File: config.mk
export PLATFORM = sky130hd
export DESIGN_NAME = bbs_setup_bank
export DESIGN_NICKNAME = d
export VERILOG_FILES = /design/src/pkg/bbs_pkg.sv /design/src/design/bbs_setup_bank.sv /design/src/design/bbs_mask.sv
export SDC_FILE = /design/constraint.sdc
export NUM_CORES = 1
export LEC_CHECK = 0
export ABC_AREA = 1
export ABC_CLOCK_PERIOD_IN_PS = 2140
export BUFFER_PORTS_ARGS = -buffer_cell sky130_fd_sc_hd__buf_2
export CAP_MARGIN = 10
export CORE_MARGIN = 4
export CORE_UTILIZATION = 53
export CTS_CLUSTER_DIAMETER = 50
export CTS_CLUSTER_SIZE = 10
export DETAILED_ROUTE_END_ITERATION = 10
export HOLD_SLACK_MARGIN = 0.1
export PLACE_DENSITY = 0.79
export SYNTH_ARGS = -nofsm -noshare
export SYNTH_HDL_FRONTEND = slang
export SYNTH_SLANG_ARGS = --single-unit
File: constraint.sdc
create_clock -name clk -period 2.14 [get_ports clk]
set_clock_uncertainty 0.2 [all_clocks]
set_input_delay 0 -clock clk [delete_from_list [all_inputs] [get_ports clk]]
set_output_delay 0 -clock clk [all_outputs]
set_load 0.01 [all_outputs]
File: src/pkg/bbs_pkg.sv
// Package: register map, field layout, reset values and state types of the window setup bank
package bbs_pkg;

  // ----------------------------------------------------------------
  // Register byte offsets
  // ----------------------------------------------------------------
  localparam logic [7:0] OFS_W0_BASE = 8'h10;
  localparam logic [7:0] OFS_W1_BASE = 8'h14;
  localparam logic [7:0] OFS_W0_SETUP = 8'h7C;
  localparam logic [7:0] OFS_W0_TBASE = 8'h80;
  localparam logic [7:0] OFS_W1_SETUP = 8'h84;
  localparam logic [7:0] OFS_W1_TBASE = 8'h88;

  // ----------------------------------------------------------------
  // Field positions and codes
  // ----------------------------------------------------------------
  localparam int SPACE_BIT = 0;
  localparam int WIDTH_LSB = 1;
  localparam int PREF_BIT = 3;
  localparam int SIZE_LSB = 4;
  localparam int EN_BIT = 31;
  localparam int BASE_LSB = 4;
  localparam int BASE_BITS = 60;
  localparam int LOW_BITS = 28;
  localparam logic [1:0] WIDTH_32 = 2'h0;
  localparam logic [1:0] WIDTH_64 = 2'h2;
  localparam logic SPACE_MEM = 1'h0;
  localparam logic SPACE_IO = 1'h1;
  localparam logic [5:0] SIZE_RST = 6'h01;
  localparam logic [5:0] SIZE_ALL = 6'h00;
  localparam logic [5:0] SIZE_MIN_ON = 6'h04;
  localparam logic [5:0] SIZE_CAP32 = 6'h20;
  localparam logic [3:0] TBASE_LOW_MASK = 4'hF;

  // ----------------------------------------------------------------
  // Types
  // ----------------------------------------------------------------
  typedef struct packed {
    logic en;
    logic [5:0] size;
    logic pref;
    logic [1:0] width;
    logic space;
  } bbs_setup_t;

  typedef struct packed {
    logic en;
    logic space;
    logic [1:0] width;
    logic pref;
    logic [63:0] base;
    logic [63:0] tbase;
  } bbs_win_t;

  typedef enum logic [1:0] {
    BUS_IDLE = 2'b00,
    BUS_WRITE = 2'b01,
    BUS_READ = 2'b10,
    BUS_RDONE = 2'b11
  } bbs_bus_t;

  typedef struct packed {
    bbs_setup_t w0_setup;
    bbs_setup_t w1_setup;
    logic [BASE_BITS-1:0] w0_base;
    logic [LOW_BITS-1:0] w1_base;
    logic [31:0] w0_tbase;
    logic [31:0] w1_tbase;
    bbs_bus_t bus;
    logic [7:0] addr;
    logic [31:0] rdata;
  } bbs_state_t;

  localparam bbs_setup_t SETUP_RST = '{en: 1'h0, size: SIZE_RST, pref: 1'h0, width: WIDTH_32, space: SPACE_MEM};
  localparam bbs_state_t STATE_RST = '{w0_setup: SETUP_RST, w1_setup: SETUP_RST, w0_base: '0, w1_base: '0,
                                       w0_tbase: 32'h0, w1_tbase: 32'h0, bus: BUS_IDLE, addr: 8'h00,
                                       rdata: 32'h0};

endpackage : bbs_pkg

File: src/design/bbs_setup_bank.sv
// Window setup register bank: aperture size masking, enables and translated bases
//
// Contract
// - Six-bit size field at 9:4, read-write, resets to 0x01; size 2^value.
// - Base field bit 0 is bus address bit 4.
// - Size zero makes every base-address bit writable.
// - Nonzero size: bits at or above size writable; lower bits read zero.
// - Nonzero size below four forces whole base field to read-only zero.
// - I/O windows down to 16 bytes, size value 4, are supported.
// - Without 64-bit width, size effect above address bit 32 is ignored.
// - Enable bit 31 resets clear; disabled window base reads zero.
// - Enable and other sticky setup fields survive hot reset; cold (fundamental) reset clears them.
// - Setup bits 30:10 read zero and ignore writes.
// - Window 0 memory 64-bit: window-1 translated base is its upper half.
// - In that pairing all 32 translated-base bits are read-write.
// - In that pairing window-1 setup reads zero; window 1 is upper base.
// - Width code 0x0 is 32-bit, 0x2 is 64-bit, others reserved.
// - Space bit 0 memory, 1 I/O; I/O forces width to zero.
//
// Chosen here: the AHB-Lite register port.
`timescale 1ns/1ns
module bbs_setup_bank import bbs_pkg::*; (
  input wire logic clk,
  input wire logic rst,
  input wire logic cold_rst,
  input wire logic hsel,
  input wire logic [31:0] haddr,
  input wire logic [1:0] htrans,
  input wire logic hwrite,
  input wire logic [2:0] hsize,
  input wire logic [31:0] hwdata,
  input wire logic hready,
  output logic hreadyout,
  output logic hresp,
  output logic [31:0] hrdata,
  output logic pair_mode,
  output bbs_win_t win0,
  output bbs_win_t win1
);

  // ----------------------------------------------------------------
  // State
  // ----------------------------------------------------------------
  bbs_state_t q;
  bbs_state_t d;
  logic pair;
  logic accept;
  logic [BASE_BITS-1:0] mask0;
  logic [BASE_BITS-1:0] mask1;
  logic [31:0] rd_word;

  // Window 0 in memory space with 64-bit width swallows window 1
  assign pair = (q.w0_setup.space == SPACE_MEM) && (q.w0_setup.width == WIDTH_64);
  assign accept = hsel && hready && htrans[1];

  bbs_mask u_mask0 (
    .size(q.w0_setup.size),
    .wide(pair),
    .writable(mask0)
  );

  // Window 1 never addresses 64 bits on its own
  bbs_mask u_mask1 (
    .size(q.w1_setup.size),
    .wide(1'b0),
    .writable(mask1)
  );

  // ----------------------------------------------------------------
  // Field packing
  // ----------------------------------------------------------------
  function automatic bbs_setup_t setup_from(input logic [31:0] v);
    bbs_setup_t s;
    s.en = v[EN_BIT];
    s.size = v[SIZE_LSB +: 6];
    s.pref = v[PREF_BIT];
    s.space = v[SPACE_BIT];
    s.width = v[SPACE_BIT] ? WIDTH_32 : v[WIDTH_LSB +: 2];
    return s;
  endfunction : setup_from

  function automatic logic [31:0] setup_word(input bbs_setup_t s);
    return {s.en, 21'h000000, s.size, s.pref, s.width, s.space};
  endfunction : setup_word

  function automatic logic [3:0] type_bits(input bbs_setup_t s);
    return {s.pref, s.width, s.space};
  endfunction : type_bits

  // ----------------------------------------------------------------
  // Read mux, sampled during the read wait state
  // ----------------------------------------------------------------
  always_comb begin
    rd_word = 32'h0;
    if (q.addr == OFS_W0_SETUP) begin
      rd_word = setup_word(q.w0_setup);
    end else if (q.addr == OFS_W1_SETUP) begin
      rd_word = pair ? 32'h0 : setup_word(q.w1_setup);
    end else if (q.addr == OFS_W0_TBASE) begin
      rd_word = {q.w0_tbase[31:4], 4'h0};
    end else if (q.addr == OFS_W1_TBASE) begin
      rd_word = pair ? q.w1_tbase : {q.w1_tbase[31:4], 4'h0};
    end else if (q.addr == OFS_W0_BASE) begin
      if (q.w0_setup.en) begin
        rd_word = {q.w0_base[LOW_BITS-1:0], type_bits(q.w0_setup)};
      end
    end else if (q.addr == OFS_W1_BASE) begin
      if (pair) begin
        rd_word = q.w0_setup.en ? q.w0_base[BASE_BITS-1:LOW_BITS] : 32'h0;
      end else if (q.w1_setup.en) begin
        rd_word = {q.w1_base, type_bits(q.w1_setup)};
      end
    end
  end

  // ----------------------------------------------------------------
  // Next state
  // ----------------------------------------------------------------
  always_comb begin
    d = q;
    if (q.bus == BUS_WRITE) begin
      if (q.addr == OFS_W0_SETUP) begin
        d.w0_setup = setup_from(hwdata);
      end else if (q.addr == OFS_W1_SETUP) begin
        if (!pair) begin
          d.w1_setup = setup_from(hwdata);
        end
      end else if (q.addr == OFS_W0_TBASE) begin
        d.w0_tbase = {hwdata[31:4], 4'h0};
      end else if (q.addr == OFS_W1_TBASE) begin
        d.w1_tbase = pair ? hwdata : {hwdata[31:4], 4'h0};
      end else if (q.addr == OFS_W0_BASE) begin
        if (q.w0_setup.en) begin
          d.w0_base[LOW_BITS-1:0] = hwdata[31:BASE_LSB];
        end
      end else if (q.addr == OFS_W1_BASE) begin
        if (pair && q.w0_setup.en) begin
          d.w0_base[BASE_BITS-1:LOW_BITS] = hwdata;
        end else if (!pair && q.w1_setup.en) begin
          d.w1_base = hwdata[31:BASE_LSB];
        end
      end
    end
    // Masked positions drop write data and are scrubbed after a size change
    d.w0_base = d.w0_base & mask0;
    d.w1_base = d.w1_base & mask1[LOW_BITS-1:0];
    if (q.bus == BUS_READ) begin
      d.rdata = rd_word;
    end
    if (accept) begin
      d.bus = hwrite ? BUS_WRITE : BUS_READ;
      d.addr = (haddr[31:8] == 24'h000000) ? {haddr[7:2], 2'b00} : 8'hFF;
    end else if (q.bus == BUS_READ) begin
      d.bus = BUS_RDONE;
    end else begin
      d.bus = BUS_IDLE;
    end
  end

  // ----------------------------------------------------------------
  // Registers; cold reset loads all reset values, warm reset spares sticky fields
  // ----------------------------------------------------------------
  always_ff @(posedge clk) begin
    if (cold_rst) begin
      q <= STATE_RST;
    end else if (rst) begin
      q <= d;
      q.w0_setup.size <= SIZE_RST;
      q.w1_setup.size <= SIZE_RST;
      q.w0_base <= '0;
      q.w1_base <= '0;
      q.bus <= BUS_IDLE;
      q.addr <= 8'h00;
      q.rdata <= 32'h0;
    end else begin
      q <= d;
    end
  end

  // ----------------------------------------------------------------
  // Outputs
  // ----------------------------------------------------------------
  // One wait state on reads keeps read data registered and fresh after a write
  assign hreadyout = (q.bus != BUS_READ);
  assign hresp = 1'b0;
  assign hrdata = q.rdata;
  assign pair_mode = pair;

  always_comb begin
    win0.en = q.w0_setup.en;
    win0.space = q.w0_setup.space;
    win0.width = q.w0_setup.width;
    win0.pref = q.w0_setup.pref;
    win0.base = {q.w0_base, 4'h0};
    win0.tbase = {pair ? q.w1_tbase : 32'h0, q.w0_tbase[31:4], 4'h0};
    win1.en = q.w1_setup.en && !pair;
    win1.space = q.w1_setup.space;
    win1.width = q.w1_setup.width;
    win1.pref = q.w1_setup.pref;
    win1.base = {32'h0, q.w1_base, 4'h0};
    win1.tbase = {32'h0, q.w1_tbase[31:4], 4'h0};
  end

  // ----------------------------------------------------------------
  // Checks
  // ----------------------------------------------------------------
  chk_size_reset: assert property (@(posedge clk) disable iff (cold_rst)
    $fell(rst) |-> (q.w0_setup.size == SIZE_RST) && (q.w1_setup.size == SIZE_RST))
    else $error("size field not at reset value after reset");

  chk_zero_size: assert property (@(posedge clk) disable iff (rst || cold_rst)
    (q.w0_setup.size == SIZE_ALL) && pair |-> (&mask0))
    else $error("size zero did not open every base bit");

  chk_base_masked: assert property (@(posedge clk) disable iff (rst || cold_rst)
    $stable(q.w0_setup) && $stable(q.w1_setup) |->
      ((q.w0_base & ~mask0) == '0) && ((q.w1_base & ~mask1[LOW_BITS-1:0]) == '0))
    else $error("base bit below size holds a one");

  chk_small_size: assert property (@(posedge clk) disable iff (rst || cold_rst)
    (q.w1_setup.size != SIZE_ALL) && (q.w1_setup.size < SIZE_MIN_ON) |-> (mask1 == '0))
    else $error("small size left base bits writable");

  chk_io_window: assert property (@(posedge clk) disable iff (rst || cold_rst)
    (q.w1_setup.size == SIZE_MIN_ON) |-> (&mask1[LOW_BITS-1:0]))
    else $error("16-byte window not fully writable");

  chk_cap_32: assert property (@(posedge clk) disable iff (rst || cold_rst)
    !pair && (q.w0_setup.size > SIZE_CAP32) |-> (mask0 == '0))
    else $error("size above 32 opened bits without 64-bit width");

  chk_read_disabled: assert property (@(posedge clk) disable iff (rst || cold_rst)
    (accept && !hwrite && (haddr == 32'(OFS_W0_BASE))) ##1 !q.w0_setup.en |=>
      (hreadyout && (hrdata == 32'h0)))
    else $error("disabled window base read not zero");

  chk_sticky_en: assert property (@(posedge clk) disable iff (cold_rst)
    rst && (q.bus != BUS_WRITE) |=> $stable(q.w0_setup.en) && $stable(q.w1_setup.en))
    else $error("enable lost across warm reset");

  chk_reserved_zero: assert property (@(posedge clk) disable iff (rst || cold_rst)
    accept && !hwrite && (haddr == 32'(OFS_W0_SETUP)) |-> ##2 (hreadyout && (hrdata[30:10] == '0)))
    else $error("reserved setup bits read nonzero");

  chk_pair_tbase: assert property (@(posedge clk) disable iff (rst || cold_rst)
    pair |-> (win0.tbase[63:32] == q.w1_tbase))
    else $error("upper translated base not from window 1");

  chk_tbase_full: assert property (@(posedge clk) disable iff (rst || cold_rst)
    (q.bus == BUS_WRITE) && (q.addr == OFS_W1_TBASE) |=>
      (q.w1_tbase == ($past(pair) ? $past(hwdata) : {$past(hwdata[31:4]), 4'h0})))
    else $error("window 1 translated base write wrong");

  chk_pair_setup: assert property (@(posedge clk) disable iff (rst || cold_rst)
    (accept && !hwrite && (haddr == 32'(OFS_W1_SETUP))) ##1 pair |=> (hrdata == 32'h0))
    else $error("window 1 setup not zero in paired mode");

  chk_io_width: assert property (@(posedge clk) disable iff (rst || cold_rst)
    (q.w0_setup.space == SPACE_IO) |-> (q.w0_setup.width == WIDTH_32) && !pair)
    else $error("I/O window kept a nonzero width");

  chk_write_masked: assert property (@(posedge clk) disable iff (rst || cold_rst)
    (q.bus == BUS_WRITE) && (q.addr == OFS_W1_BASE) && !pair && q.w1_setup.en |=>
      (q.w1_base == ($past(hwdata[31:4]) & $past(mask1[LOW_BITS-1:0]))))
    else $error("base write not masked by size");

endmodule : bbs_setup_bank

File: src/design/bbs_mask.sv
// Writable-bit mask of a window base-address field, derived from the aperture size
`timescale 1ns/1ns
module bbs_mask import bbs_pkg::*; (
  input wire logic [5:0] size,
  input wire logic wide,
  output logic [BASE_BITS-1:0] writable
);

  logic [5:0] eff_size;

  // Without 64-bit addressing a size above 32 only counts up to 32
  always_comb begin
    eff_size = (!wide && (size > SIZE_CAP32)) ? SIZE_CAP32 : size;
  end

  // ----------------------------------------------------------------
  // One mask bit per base-address bit, address bit = index + 4
  // ----------------------------------------------------------------
  for (genvar i = 0; i < BASE_BITS; i++) begin : g_bit
    localparam logic [6:0] ADDR_BIT = 7'(i + BASE_LSB);
    localparam logic IN_LOW = (i < LOW_BITS);
    assign writable[i] = (wide | IN_LOW) & ((size == SIZE_ALL) |
                         ((size >= SIZE_MIN_ON) & ({1'b0, eff_size} <= ADDR_BIT)));
  end

endmodule : bbs_mask

# [Word level (Yosys, flattened, before mapping)]
# Index checks and enable logic that the tools add are counted.
[word_totals] register_bits=216 inputBits=75 output_inout_bits=301 word_cells=384
[classes] order_cmp=91 eq_ne=10 muxes=41 bitwise=212 n_reduce_logical=13
[op_table] op="32-bit two-way mux" count=18
[op_table] op="6-bit by 5-bit <= comparator with 1-bit output (second input constant)" count=32
[op_table] op="6-bit <= comparator (second input constant)" count=31
[op_table] op="88-bit two-way mux" count=2
[op_table] op="174-bit two-way mux" count=1
[op_table] op="28-bit two-way mux" count=6
[op_table] op="163-bit two-way mux" count=1
[op_table] op="152-bit two-way mux" count=1
[op_table] op="1-bit AND" count=119
[op_table] op="6-bit by 4-bit <= comparator with 1-bit output (second input constant)" count=16
[op_table] op="1-bit OR" count=88
[op_table] op="60-bit AND" count=1
[op_table] op="6-bit by 3-bit <= comparator with 1-bit output (second input constant)" count=8
[op_table] op="11-bit two-way mux" count=3
[op_table] op="28-bit AND" count=1
[op_table] op="8-bit == test (second input constant)" count=3
[op_table] op="24-bit zero test" count=1
[op_table] op="8-bit by 5-bit == test with 1-bit output (second input constant)" count=2
[op_table] op="6-bit by 3-bit greater-or-equal comparator with 1-bit output (second input constant)" count=2
[op_table] op="6-bit > comparator (second input constant)" count=2
[op_table] op="6-bit zero test" count=2
[op_table] op="6-bit two-way mux" count=2
[op_table] op="8-bit by 7-bit == test with 1-bit output (second input constant)" count=1
[op_table] op="2-bit two-way mux" count=4
[op_table] op="other kinds (11)" count=20

# [Longest topological paths before layout]
[depth] word_depth=14 ltp_mapped=12 mapped_depth_nobuf=11

# [Modules after synthesis]
# From an unflattened synthesis, not the netlist that was laid out.
[hier_totals] cells_unflattened=2203 area_unflattened_um2=14091.0
[modules_own_cells] module="bbs_setup_bank" instances=1 cells_per_inst=1822 area_per_inst_um2=12177.9 seq_area_each_um2=4224.1
[modules_own_cells] module="bbs_mask at u_mask0" instances=1 cells_per_inst=195 area_per_inst_um2=977.2 seq_area_each_um2=0.0
[modules_own_cells] module="bbs_mask at u_mask1" instances=1 cells_per_inst=186 area_per_inst_um2=935.9 seq_area_each_um2=0.0

# [Worst setup path after synthesis]
# No wires, ideal clock.
[synth_timing] path_kind="flip-flop to flip-flop" start="register q, in the netlist win0[131]" end="register q, in the netlist win0[122]" setup_ps=118 arrival_time_ps=1510 required_ps=1822 path_slack_ps=312 stages_incl_launch_ff=11 n_path_buf=2 synth_period_minus_slack_ps=1828 path_cell_list="dfxtp_1 -> inv_1 -> nand3_4 -> inv_2 -> buf_4 -> nand2_1 -> nor2_4 -> nand3_4 -> buf_2 -> a21oi_1 -> nor2_1"
[synth_via] elab_chain_cells=12 word_cells_on_any_way=19 classes_between="order compare: 1; mux: 9; bitwise: 5; reduce/logical: 4"
[synth_lines] element="start: declaration" line_no="bbs_setup_bank.sv:44" text="bbs_state_t q;"
[synth_lines] element="1-bit NOT *" line_no="bbs_setup_bank.sv:53" text="assign pair = (q.w0_setup.space == SPACE_MEM) && (q.w0_setup.width == WIDTH_64);"
[synth_lines] element="1-bit logical AND *" line_no="bbs_setup_bank.sv:53"
[synth_lines] element="branches (longest 9 deep; another with 6-bit <= comparator)"
[synth_lines] element="60-bit AND *" line_no="bbs_setup_bank.sv:145" text="d.w0_base = d.w0_base & mask0;"
# Mark *: on every way between the ends.
# A chain may end at the register's enable or synchronous reset.

# [Worst setup path in the final report]
[layout_timing] start="register q[201] (netlist name)" end="register q, in the netlist win1[83]"
[layout_via] elab_chain_cells=6 word_cells_on_any_way=8 classes_between="order compare: 3; mux: 1; bitwise: 3; reduce/logical: 1"
[layout_lines] element="6-bit > comparator" line_no="bbs_mask.sv:13" text="eff_size = (!wide && (size > SIZE_CAP32)) ? SIZE_CAP32 : size;"
[layout_lines] element="6-bit two-way mux" line_no="bbs_mask.sv:13"
[layout_lines] element="6-bit by 5-bit <= comparator with 1-bit output" line_no="bbs_mask.sv:23" text="((size >= SIZE_MIN_ON) & ({1'b0, eff_size} <= ADDR_BIT)));"
[layout_lines] element="1-bit AND" line_no="bbs_mask.sv:23"
[layout_lines] element="1-bit OR *" line_no="bbs_mask.sv:22" text="assign writable[i] = (wide | IN_LOW) & ((size == SIZE_ALL) |"
[layout_lines] element="28-bit AND *" line_no="bbs_setup_bank.sv:146" text="d.w1_base = d.w1_base & mask1[LOW_BITS-1:0];"
# Every way passes the cells marked *; elsewhere a longest branch is shown, timed or not.

==> metrics.txt <==
CP startpoint kind=flip-flop; vias in the first global route=12700; outcome=finished, final reports clean; register-to-register setup slack=50 ps; WP data arrival=2370 ps; fraction of layout cells with a size suffix above 1=23.99%; initial drt markers=2156; core area=0.02361 mm^2; pwr dens=556.1 mW/mm^2; fin. max-slew vios=0; Die Span Y=around 160 um; Via density=between 5 and 6; Seq pwr share=a little under half; area grow syn2layout=19.04%; Setup crit end kind=flip-flop; Tcrit/Tclk final=a little over nine tenths; FP Rows=between 50 and 60; clock network fraction of total power=47.0%; WL final=52270 um; total clock sinks=between 200 and 250; Internal=6.414 mW; CTS tree=yes; Root Buffer=clkbuf_16; DRT Pass-1 Iters=8; WHS Endpoint=win1[70]$_SDFF_PP0_; htree depth=1; Switch Pwr=2.078 mW; Peak VDD IR=between 0.5 and 0.6 mV; slew margin rel.=a little under three fifths; highest routed layer=met5; maximum clock rate=0.4793 GHz; syn avg cell area=6.586 um^2; hold crit path type=in2reg; Reg2Reg Depth=7; met1 wire length=19930 um; Setup CP Type=reg2reg; I/O pin count=roughly 380; Reg-to-Reg Start=q[201]$_SDFFE_PP0P_; r2r endpoint=win1[83]$_SDFF_PP0_; RSZ-0062 raised after global routing=yes; Via Count=14150; Non-Filler Instances=2512; Worst Tran Pin Value=approximately 640 ps; # diodes=0; largest net degree at the start of global routing=68; Initial Util=54.33%; Post-Syn Instances=1948; die area=around 0.027 mm^2; Port Buf Inserts=288; max cap viols=0; sequential share of the synthesized area=32.93%; placed cell count=2408; Tmin final=2086 ps; Total GRT Usage=36.42%; initial antenna violation count=1; Comb pwr share=6.5%; #FFs+latches synth=211; clk slew on worst S/H paths=about 60 ps; final hold viol count=0; Final Net Count=2262; metal2 WL=between 20000 and 25000 um; Static Leakage=7.292 nW; Final Core Density=64.67%; # DRC=0; Final HPWL DP=39430 um; antenna-violating nets left=0; hold path depth=4; Num CTS Buffers=27; worst skew pair latency=approximately 540 ps; CP Data Required Time=2430 ps; min-delay src=hwdata[6]; area of the mapped netlist=0.01283 mm^2; total congestion overflow=0; crit path max fanout=5; Sw Share=24.46%; die width=163.6 um; global-route wire length before repair=approximately 75000 um; Longest Clk Path Bufs=3; met3 WL=6720 um; YS warnings=0; Final GP Congestion=1.058; mean routed wirelength per cell=roughly 21 um; Synth cell types=40; Setup Viol. Count Final=0
[synth_stat cells (all sizes together)]
master   instances  area share [%]
nand2          334             9.9
a21oi          161             6.3
o211ai          11            0.64
nand4           11            0.70
conb             1           0.029
and3             1           0.049
o21ai          252             9.8
nand3b           3            0.18
nor3            44             1.7
nor3b            4            0.23
inv            170             5.0
and2             2           0.098
clkbuf          61             1.8
buf            301              17
a31oi            4            0.20
nor4             6            0.29
o21bai           2            0.12
o2111ai          8            0.55
or2              2           0.098
a21boi           1           0.059
a211oi           3            0.18
clkinv           1           0.029
o21a             1           0.059
o22ai            2           0.098
nor2           248             7.7
dfxtp          211              33
nand3          103             4.3
[routing by layer]
layer | track usage, % | vias to the layer above
met5 | 0 | -
met4 | 12.47 | 2
met3 | 7.242 | 198
met2 | 58.25 | 1125
met1 | 49.29 | 6385
li1 | - | 6441
[worst max-delay path, cell delays in order (launching register included)]
cell and delay (ps):
dfxtp_1 380, nor2_1 380, nand3_1 300, o21ai_0 200, nand2_1 160, nor2_1 210, o21ai_0 110, nor2_1 80
[layout make-up]
type                            count  area, um^2
Fill cell                        2205        8342
Multi-Input combinational cell   1285        5952
Sequential cell                   211        4229
Timing Repair Buffer              489        3281
Clock buffer                       30       696.9
Inverter                          171       659.4
Tap cell                          319       399.1
Clock inverter                      5       41.29
Timing Repair inverter              2       12.51
[cells in the final DEF (no fill, tap or decap), types with 3 or more instances in the layout]
cell type / netlist / final
nand3_1: 98 / 96
nand3_4: 2 / 3
o21ai_1: 6 / 18
buf_12: 0 / 11
nor2_2: 7 / 7
inv_2: 10 / 10
clkbuf_16: 0 / 28
nand2_1: 329 / 325
a21oi_1: 161 / 159
o21ai_0: 246 / 234
o211ai_1: 11 / 11
nor3b_1: 4 / 4
nand3b_1: 3 / 3
nor4_1: 6 / 6
o2111ai_1: 8 / 8
buf_4: 269 / 125
buf_6: 0 / 6
buf_2: 29 / 288
nand2_2: 5 / 7
nor2_1: 237 / 232
nand4_1: 9 / 9
inv_6: 0 / 4
nor3_1: 44 / 43
clkinvlp_4: 0 / 5
inv_1: 160 / 155
conb_1: 1 / 81
a31oi_1: 4 / 4
dfxtp_2: 0 / 4
nand3_2: 3 / 5
nor2_4: 3 / 8
a211oi_1: 3 / 3
dlygate4sd3_1: 0 / 56
dfxtp_1: 211 / 207
[sequential cells by signal, summed over array words and instances, names as in the netlist]
register,cells
win1,60
q,26
win0,93
hrdata,32
[repair_timing]
item	4_1_cts	5_1_grt
resized for setup	6	52
endpoints found under the setup margin	5	154
hold endpoints to repair	207	1
pin swaps	1	7
gates cloned	1	3
hold buffers	55	2
buffers inserted	3	5
[per-stage QoR]
stage          setup slack [ps]  TNS [ps]  hold slack [ps]  power [mW]  cell area [um^2]
6_report                  53.65         0            115.3       8.492             15270
5_1_grt                  -32.84    -183.4            130.7       8.697             15270
4_1_cts                   2.095         0            108.7       8.463             15040
3_5_place_dp              5.622         0            6.768       4.464             13700
3_3_place_gp             -121.4    -948.2            2.865       4.463             13700
2_1_floorplan             312.2         0           -130.9       4.379             13130
[power groups by stage]
stage / sequential, mW / combinational, mW / clock, mW
4_1_cts: 3.95 / 0.511 / 4.01
2_1_floorplan: 4.03 / 0.350 / 0
6_report: 3.95 / 0.555 / 3.99
3_5_place_dp: 4.03 / 0.433 / 0
5_1_grt: 3.95 / 0.591 / 4.16
3_3_place_gp: 4.03 / 0.432 / 0
[kinds of logic after synthesis]
group | synth area share, %
flip-flops | 32.93
AO/OA/AOI/OAI | 18.00
AND/OR/NAND/NOR | 25.26
buffers and inverters | 23.78
other | 0.02923
[worst max path at each step]
stage / startpoint / end / slack [ps]
floorplan: win0[131]$_SDFFE_PP0P_ / win0[122]$_SDFF_PP0_ / 310
global placement: q[212]$_SDFFE_PP0P_ / win0[107]$_SDFF_PP0_ / -120
detailed placement: q[34]$_SDFFE_PP0P_ / win1[5]$_SDFFE_PP0P_ / 6
CTS: q[35]$_SDFFE_PP0P_ / win0[122]$_SDFF_PP0_ / 2
global route: q[36]$_SDFFE_PP0P_ / win0[84]$_SDFF_PP0_ / -30
finish: q[201]$_SDFFE_PP0P_ / win1[83]$_SDFF_PP0_ / 50
Note: power is estimated with default switching activity, not from simulation.
